--- config.mk ---
export PLATFORM = sky130hd
export DESIGN_NAME = dap_serial_port
export DESIGN_NICKNAME = d
export VERILOG_FILES = /design/src/dap_pkg.sv /design/src/dap_stream_if.sv /design/src/dap_serial_port.sv /design/src/dap_fifo.sv
export VERILOG_INCLUDE_DIRS = /design/src /design/src/src
export SDC_FILE = /design/constraint.sdc
export NUM_CORES = 1
export LEC_CHECK = 0
export ABC_AREA = 1
export ABC_CLOCK_PERIOD_IN_PS = 2700
export BUFFER_PORTS_ARGS = -buffer_cell sky130_fd_sc_hd__buf_2
export CORE_MARGIN = 2
export CORE_UTILIZATION = 55
export DETAILED_ROUTE_END_ITERATION = 8
export GPL_TIMING_DRIVEN = 0
export HOLD_SLACK_MARGIN = 0.15
export PLACE_DENSITY = 0.71
export SYNTH_ARGS = -nofsm -noshare
export SYNTH_HDL_FRONTEND = slang
export SYNTH_SLANG_ARGS = --single-unit
--- constraint.sdc ---
create_clock -name clock -period 2.7 [get_ports clock]
set_input_delay 0.405 -clock clock [delete_from_list [all_inputs] [get_ports clock]]
set_output_delay 0.405 -clock clock [all_outputs]
set_load 0.02 [all_outputs]
--- src/dap_consts.svh ---
`ifndef DAP_CONSTS_SVH
`define DAP_CONSTS_SVH

// ==========================================================
// conversion variant and buffering
`define DAP_RES_BITS      12
`define DAP_FIFO_DEPTH    16

// ==========================================================
// output frame layout, bit positions counted from frame start
`define DAP_CHAN_POS      5'h02
`define DAP_DUP_POS       5'h03
`define DAP_DATA_POS      5'h04
`define DAP_FRAME_BITS    5'h10

// ==========================================================
// control word layout on the serial input
`define DAP_DIN_CHAN_POS  5'h02
`define DAP_CHAN_RESET    1'h0

// ==========================================================
// timing, system clock 10 MHz
`define DAP_CLK_PERIOD_NS 100
`define DAP_QUIET_NS      30
`define DAP_ACQ_NS        290
`define DAP_QUIET_CYC     ((`DAP_QUIET_NS + `DAP_CLK_PERIOD_NS - 1) / `DAP_CLK_PERIOD_NS)
`define DAP_ACQ_CYC       ((`DAP_ACQ_NS + `DAP_CLK_PERIOD_NS - 1) / `DAP_CLK_PERIOD_NS)

`endif

--- src/dap_pkg.sv ---
package dap_pkg;

	// ==========================================================
	// frame sequencer states
	typedef enum logic [1:0]
	{
		DAP_IDLE,
		DAP_CONVERT,
		DAP_DONE
	} dap_state_t;

endpackage : dap_pkg

--- src/dap_stream_if.sv ---
// ==========================================================
// valid/ready word stream between the port logic and its buffer
interface dap_stream_if #(
	parameter int unsigned WIDTH = 24
);
	logic             valid;
	logic             ready;
	logic [WIDTH-1:0] data;

	modport source (output valid, output data, input ready);
	modport sink   (input valid, input data, output ready);
endinterface : dap_stream_if

--- src/dap_serial_port.sv ---
`include "dap_consts.svh"
// ==========================================================
// two-channel converter serial port
// Operation
// - serial input captured on clock falling edge
// - third input bit selects channel of next conversion
// - low frame select starts and bounds frame
// - output bits shift on clock falling edge
// - 12-bit: zeros, id, id copy, data
// - 10-bit: same, data then two zeros
// - conversion steps paced by shift clock
module dap_serial_port #(
	parameter int unsigned RES_BITS   = `DAP_RES_BITS,
	parameter int unsigned FIFO_DEPTH = `DAP_FIFO_DEPTH
)(
	input  wire logic                  clock,
	input  wire logic                  rst,
	input  wire logic                  cs_n,
	input  wire logic                  sclk,
	input  wire logic                  din,
	output logic                       dout,
	output logic                       dout_oe_n,
	input  wire logic                  sample_valid,
	input  wire logic [2*RES_BITS-1:0] sample_data,
	output logic                       sample_ready
);
	localparam logic [4:0] RES_C = 5'(RES_BITS);

	dap_stream_if #(.WIDTH(2*RES_BITS)) fill_if ();
	dap_stream_if #(.WIDTH(2*RES_BITS)) drain_if ();

	dap_pkg::dap_state_t   state_reg;
	dap_pkg::dap_state_t   state_next;
	logic [1:0]            cs_sync_reg;
	logic [2:0]            sclk_sync_reg;
	logic [1:0]            din_sync_reg;
	logic [4:0]            cnt_reg;
	logic [4:0]            cnt_next;
	logic                  chan_reg;
	logic                  chan_next;
	logic                  chan_held_reg;
	logic                  chan_held_next;
	logic [RES_BITS-1:0]   held_reg;
	logic [RES_BITS-1:0]   held_next;
	logic [RES_BITS-1:0]   sar_reg;
	logic [RES_BITS-1:0]   sar_next;
	logic [2*RES_BITS-1:0] pair_reg;
	logic [2*RES_BITS-1:0] pair_next;
	logic                  dout_reg;
	logic                  dout_next;
	logic                  oe_n_reg;
	logic                  oe_n_next;
	logic                  pop;

	// ==========================================================
	// the sample stream is buffered so the source may run ahead
	assign fill_if.valid  = sample_valid;
	assign fill_if.data   = sample_data;
	assign sample_ready   = fill_if.ready;
	assign drain_if.ready = pop;

	dap_fifo #(
		.WIDTH (2*RES_BITS),
		.DEPTH (FIFO_DEPTH)
	) u_fifo (
		.clock (clock),
		.rst   (rst),
		.fill  (fill_if.sink),
		.drain (drain_if.source)
	);

	// ==========================================================
	// pin synchronisers; stage 0 is read by stage 1 only
	always_ff @(posedge clock or posedge rst)
	begin
		if (rst)
		begin
			cs_sync_reg   <= 2'h3;
			sclk_sync_reg <= 3'h7;
			din_sync_reg  <= 2'h0;
		end
		else
		begin
			cs_sync_reg   <= {cs_sync_reg[0], cs_n};
			sclk_sync_reg <= {sclk_sync_reg[1:0], sclk};
			din_sync_reg  <= {din_sync_reg[0], din};
		end
	end

	// ==========================================================
	// decoded pin events and frame position
	wire       cs_low_w    = !cs_sync_reg[1];
	wire       sclk_fall_w = sclk_sync_reg[2] && !sclk_sync_reg[1];
	wire       din_w       = din_sync_reg[1];
	wire       start_w     = (state_reg == dap_pkg::DAP_IDLE) && cs_low_w;
	wire [4:0] idx_w       = cnt_reg + 5'h01;
	wire       is_id_w     = (idx_w == `DAP_CHAN_POS) || (idx_w == `DAP_DUP_POS);
	wire       in_data_w   = (idx_w >= `DAP_DATA_POS) && (idx_w < `DAP_DATA_POS + RES_C);
	wire [4:0] step_w      = 5'(RES_C - 5'h01 - (idx_w - `DAP_DATA_POS));
	wire [RES_BITS-1:0] trial_w = sar_reg | (RES_BITS'(1) << step_w);
	wire       cmp_w       = held_reg >= trial_w;
	wire       last_w      = idx_w == `DAP_FRAME_BITS;
	// data bits outside the result field stay zero, which gives
	// the two trailing zeros of the 10-bit variant for free
	wire       bit_w       = is_id_w ? chan_held_reg : (in_data_w ? cmp_w : 1'b0);
	// fresh sample if one is buffered, else the last one again
	wire [2*RES_BITS-1:0] new_pair_w = drain_if.valid ? drain_if.data : pair_reg;

	// ==========================================================
	// frame sequencer and successive approximation
	always_comb
	begin
		state_next     = state_reg;
		cnt_next       = cnt_reg;
		chan_next      = chan_reg;
		chan_held_next = chan_held_reg;
		held_next      = held_reg;
		sar_next       = sar_reg;
		pair_next      = pair_reg;
		dout_next      = dout_reg;
		oe_n_next      = oe_n_reg;
		pop            = 1'b0;
		case (state_reg)
			dap_pkg::DAP_IDLE:
			begin
				oe_n_next = 1'b1;
				if (start_w)
				begin
					// sample both inputs now, channel from control bit
					pop            = drain_if.valid;
					pair_next      = new_pair_w;
					held_next      = chan_reg ? new_pair_w[2*RES_BITS-1:RES_BITS]
						: new_pair_w[RES_BITS-1:0];
					chan_held_next = chan_reg;
					sar_next       = '0;
					cnt_next       = 5'h00;
					dout_next      = 1'b0;
					oe_n_next      = 1'b0;
					state_next     = dap_pkg::DAP_CONVERT;
				end
			end
			dap_pkg::DAP_CONVERT:
			begin
				if (!cs_low_w)
				begin
					// early select release aborts the frame
					oe_n_next  = 1'b1;
					state_next = dap_pkg::DAP_IDLE;
				end
				else if (sclk_fall_w)
				begin
					cnt_next = idx_w;
					if (cnt_reg == `DAP_DIN_CHAN_POS)
						chan_next = din_w;
					if (in_data_w && cmp_w)
						sar_next = trial_w;
					if (last_w)
					begin
						oe_n_next  = 1'b1;
						state_next = dap_pkg::DAP_DONE;
					end
					else
						dout_next = bit_w;
				end
			end
			dap_pkg::DAP_DONE:
			begin
				// wait for select to rise before a new frame
				oe_n_next = 1'b1;
				if (!cs_low_w)
					state_next = dap_pkg::DAP_IDLE;
			end
			default:
			begin
				oe_n_next  = 1'b1;
				state_next = dap_pkg::DAP_IDLE;
			end
		endcase
	end

	// state registers
	always_ff @(posedge clock or posedge rst)
	begin
		if (rst)
		begin
			state_reg     <= dap_pkg::DAP_IDLE;
			cnt_reg       <= 5'h00;
			chan_reg      <= `DAP_CHAN_RESET;
			chan_held_reg <= `DAP_CHAN_RESET;
			held_reg      <= '0;
			sar_reg       <= '0;
			pair_reg      <= '0;
			dout_reg      <= 1'b0;
			oe_n_reg      <= 1'b1;
		end
		else
		begin
			state_reg     <= state_next;
			cnt_reg       <= cnt_next;
			chan_reg      <= chan_next;
			chan_held_reg <= chan_held_next;
			held_reg      <= held_next;
			sar_reg       <= sar_next;
			pair_reg      <= pair_next;
			dout_reg      <= dout_next;
			oe_n_reg      <= oe_n_next;
		end
	end

	assign dout      = dout_reg;
	assign dout_oe_n = oe_n_reg;

	// channel bit is taken on the third fall and nowhere else
	wire chan_cap_w = (state_reg == dap_pkg::DAP_CONVERT) && cs_low_w && sclk_fall_w
		&& (cnt_reg == `DAP_DIN_CHAN_POS);
endmodule : dap_serial_port

--- src/dap_fifo.sv ---
// ==========================================================
// sample buffer: memory plus one registered output word
module dap_fifo #(
	parameter int unsigned WIDTH = 24,
	parameter int unsigned DEPTH = 16
)(
	input  wire logic    clock,
	input  wire logic    rst,
	dap_stream_if.sink   fill,
	dap_stream_if.source drain
);
	localparam int unsigned AW = $clog2(DEPTH);
	localparam logic [AW:0] DEPTH_C = (AW+1)'(DEPTH);

	logic [WIDTH-1:0] mem [DEPTH];
	logic [AW-1:0]    wr_ptr_reg;
	logic [AW-1:0]    rd_ptr_reg;
	logic [AW:0]      cnt_reg;
	logic [AW:0]      cnt_next;
	logic             in_ready_reg;
	logic             out_valid_reg;
	logic [WIDTH-1:0] out_data_reg;
	wire              push_w;
	wire              load_w;

	// ==========================================================
	// handshakes; output stage refills from memory whenever memory holds a word and the stage is free or taken
	assign push_w      = fill.valid && in_ready_reg;
	assign load_w      = (cnt_reg != '0) && (!out_valid_reg || drain.ready);
	assign cnt_next    = cnt_reg + (AW+1)'(push_w) - (AW+1)'(load_w);
	assign fill.ready  = in_ready_reg;
	assign drain.valid = out_valid_reg;
	assign drain.data  = out_data_reg;

	// memory array carries no reset, saves area
	always_ff @(posedge clock)
	begin
		if (push_w)
			mem[wr_ptr_reg] <= fill.data;
		if (load_w)
			out_data_reg <= mem[rd_ptr_reg];
	end

	// pointers, fill count and registered flags
	always_ff @(posedge clock or posedge rst)
	begin
		if (rst)
		begin
			wr_ptr_reg    <= '0;
			rd_ptr_reg    <= '0;
			cnt_reg       <= '0;
			in_ready_reg  <= 1'b0;
			out_valid_reg <= 1'b0;
		end
		else
		begin
			wr_ptr_reg    <= push_w ? AW'(wr_ptr_reg + 1'b1) : wr_ptr_reg;
			rd_ptr_reg    <= load_w ? AW'(rd_ptr_reg + 1'b1) : rd_ptr_reg;
			cnt_reg       <= cnt_next;
			in_ready_reg  <= cnt_next < DEPTH_C;
			out_valid_reg <= load_w || (out_valid_reg && !drain.ready);
		end
	end
endmodule : dap_fifo

==> metrics.yaml <==
status:
  status: "finished clean"
layout:
  area_growth_syn_to_layout_pct: 15.7
  drive_gt1_share_pct: 13.4
  num-fill-cells: 2593
  largest_reg_flops: 384
  fin_nets: 1756
  final_common_cell: "edfxtp_1"
  mostFrequentLayoutCells: "edfxtp_1, o21ai_0, inv_1, nand2_1, a21oi_1"
  multi_input_area_um2: 5250
  register_area_um2: 14300
synth:
  seq_area_frac_synth_pct: 70.1
  ys_ff_latch: 489
  synthArstFlopShare_pct: 16.6
  synth_top_family_by_area: "compound AO/OA/AOI/OAI gates"
  synthMuxAreaShare_pct: 4.71
  yosys.area.top_type_share_pct: 60.1
  yosysTopAreaCell: "edfxtp_1"
  ys_top_cells_by_area: "edfxtp_1, dfrtp_1, mux2i_1"
  synth_area_um2: 20400
  synth_warnings: 0
  synth_edf_count: 408
  syn_nets: 1643
  synth-compound-area-share_pct: 11.8
  synth_cell_types: 35
  synth-xor-area-share_pct: 0.552
  synth_ff_type: "edfxtp_1"
  synth-simple-area-share_pct: 5.64
  synthAdderAreaFrac_pct: 1.82
  syn_avg_cell_area_um2: 12.9
  synthCells: 1584
power:
  pwr-share-seq_pct: 39.2
  swShare_pct: 35.7
  ir_worst_vdd_mv: 0.566
  leakage_nw: 8.93
  net-switching-power_mw: 8.62
  combPwrFrac_pct: 32.2
  cellPowerDensity_nw_per_um2: 1020
  intPower_mw: 15.5
  clockPowerShare_pct: 28.6
sta:
  fin_crit_sh_pct: 97.4
  slew_viol_final: 0
  skew_ns: 0.0234
  fin_crit_ns: 2.63
  fmax_mhz: 380
  hold_violations: 0
  hold_slack_ns: 0.173
  max_slew.worst_pin.slew_ns: 1.04
  setup_tns_ns: 0
  finalSetupViolations: 0
  relSlewSlack_pct: 30.5
  rsz0062_at_grt: "yes"
critical_path:
  slowest_delay_ns: 0.43
  critPathKind: "reg2reg"
  cp_data_arrival_time_ns: 3.10
  crit_chain: "ha_4 -> nand3_2 -> nand2_2 -> nand2_4 -> nor2_4 -> a21oi_2 -> ha_1 -> nand2_1 -> nor2_2 -> nand2_1 -> nor2_1 -> nand2_1 -> nand2_2 -> nand2_4 -> nand2_4 -> nand2_4 -> buf_12 -> nand2_2 -> nand2_1"
  end_kind: "flip-flop"
  cp_max_fo: 10
  required_ns: 3.17
  worst_path_max_delay_cell: "dfrtp_2"
  critPathTopFamily: "simple AND/OR/NAND/NOR gates"
  cp-start-kind: "flip-flop"
  cp_num_buf_inv: 1
global_routing:
  grt_pass1_vias: 13000
  grt_overflow: 0
  antenna_found_initial: 3
  grt_pass1_wl_mm: 79.1
  grt_start_max_net_pins: 49
  grt_usage_pct: 28.1
clock_tree:
  numCtsBuffers: 50
  clock-sinks: 489
  clk_pin_slew_ns: 0.06
  clk_path_buf_depth: 3
  root_buffer: "clkbuf_16"
  clock_latency_ns: 0.60
  cts_tree: "yes"
  h-tree-depth: 2
floorplanning:
  die_y_um: 197
  ios: 33
  num_rows: 70
  core_area_um2: 36500
  dieArea_um2: 38600
  die_w_um: 197
  start_util_pct: 55.8
detailed_routing:
  viasPerCell: 5.98
  firstDrtPassIters: 5
  drc: 0
  postRouteAntennaNets: 0
  drtIter0Drc: 1263
  routedWlPerCell_um: 24.1
  vias: 13200
  wl_mm: 53.1
placement:
  hpwlAfterDp_mm: 34.2
  port_buffers: 32
  routabilityCongestion: 0.852
hold_path:
  worstHoldPathType: "in2reg"
run:
  maxCapViolations: 0
## final timing paths
kind                                     startpoint                                to  slack [ns]  cells after the start
hold reg to reg            cs_sync_reg[0]$_DFF_PP1_          cs_sync_reg[1]$_DFF_PP1_        0.36                      0
hold / removal                         sample_valid  u_fifo.wr_ptr_reg[0]$_DFFE_PP0P_        0.17                      3
min in group asynchronous                       rst       u_fifo.cnt_reg[2]$_DFF_PP0_        0.39                      3
max in group asynchronous                       rst             dout_oe_n$_DFFE_PP1P_        1.67                      4
setup / recovery             cnt_reg[1]$_DFFE_PP0P_            sar_reg[8]$_DFFE_PP0P_        0.07                     19
setup reg to reg             cnt_reg[1]$_DFFE_PP0P_            sar_reg[8]$_DFFE_PP0P_        0.07                     19
## power by group through the flow
stage / clock network, mW / registers [mW] / logic (mW)
after floorplan: 0 / 9.53 / 4.58
after global placement: 0 / 9.62 / 7.05
after detailed placement: 0 / 9.61 / 7.50
after CTS: 6.98 / 9.47 / 7.60
after global routing: 7.27 / 9.53 / 8.31
final: 6.91 / 9.47 / 7.78
## synthesized netlist by cell type (all sizes together) (40+ instances only)
cell type,number
a21oi,115
nand3,49
inv,174
clkbuf,41
nand2,175
o211ai,97
edfxtp,408
buf,47
dfrtp,75
mux2i,96
o21ai,192
nor2,40
## final cells by class
| class | instances | share of cell area [%] |
|---|---|---|
| buffer | 87 | 1.86 |
| tap | 468 | 2.48 |
| antenna | 1 | 0.0106 |
| timing repair buffer | 61 | 3.01 |
| clock inverter | 29 | 1.37 |
| multi-input combinational | 830 | 22.2 |
| clock buffer | 62 | 5.58 |
| sequential | 489 | 60.6 |
| timing repair inverter | 1 | 0.0212 |
| inverter | 177 | 2.86 |
## worst register-to-register path: cells and delay by family, from the launching register on
| kind | cells | cell delay, ns |
|---|---|---|
| adder cells (fa/ha/maj) | 2 | 0.52 |
| AO/OA/AOI/OAI | 1 | 0.08 |
| buffers and inverters | 1 | 0.16 |
| flip-flops | 1 | 0.43 |
| AND/OR/NAND/NOR | 15 | 1.31 |
## per-layer routing
layer	up-vias	GRT usage [%]	wire length (um)
li1	5923	-	-
met1	6423	36.5	20200
met2	685	46.0	25700
met3	157	4.47	4560
met4	2	15.0	2620
met5	-	0	13
## what timing repair did
item	in CTS	in global routing
hold buffers	4	0
hold endpoints to repair	36	0
gates cloned	1	0
gates resized for setup	7	22
setup buffers	1	7
setup endpoints to repair	17	13
pin swaps	0	10
## per-stage QoR
step                cell area [um2]  power [mW]  setup WS [ns]  util [%]  instances
detailed placement            21700        17.1         -0.419      59.5       2101
global route                  23600        25.1        -0.0796      64.6       2205
CTS                           23400        24.0        0.00927      64.1       2197
global placement              21200        16.7         -0.955      57.9       2084
floorplan                     20400        14.1         0.0430         -       1584
finish                        23600        24.2         0.0707      64.6       2205
## kinds of logic after synthesis
family	after synthesis
flip-flops	489
AO/OA/AOI/OAI	422
AND/OR/NAND/NOR	271
buffers and inverters	265
multiplexers	96
adder cells (fa/ha/maj)	29
XOR/XNOR	12
No activity file was read; power rests on OpenSTA's default activity.
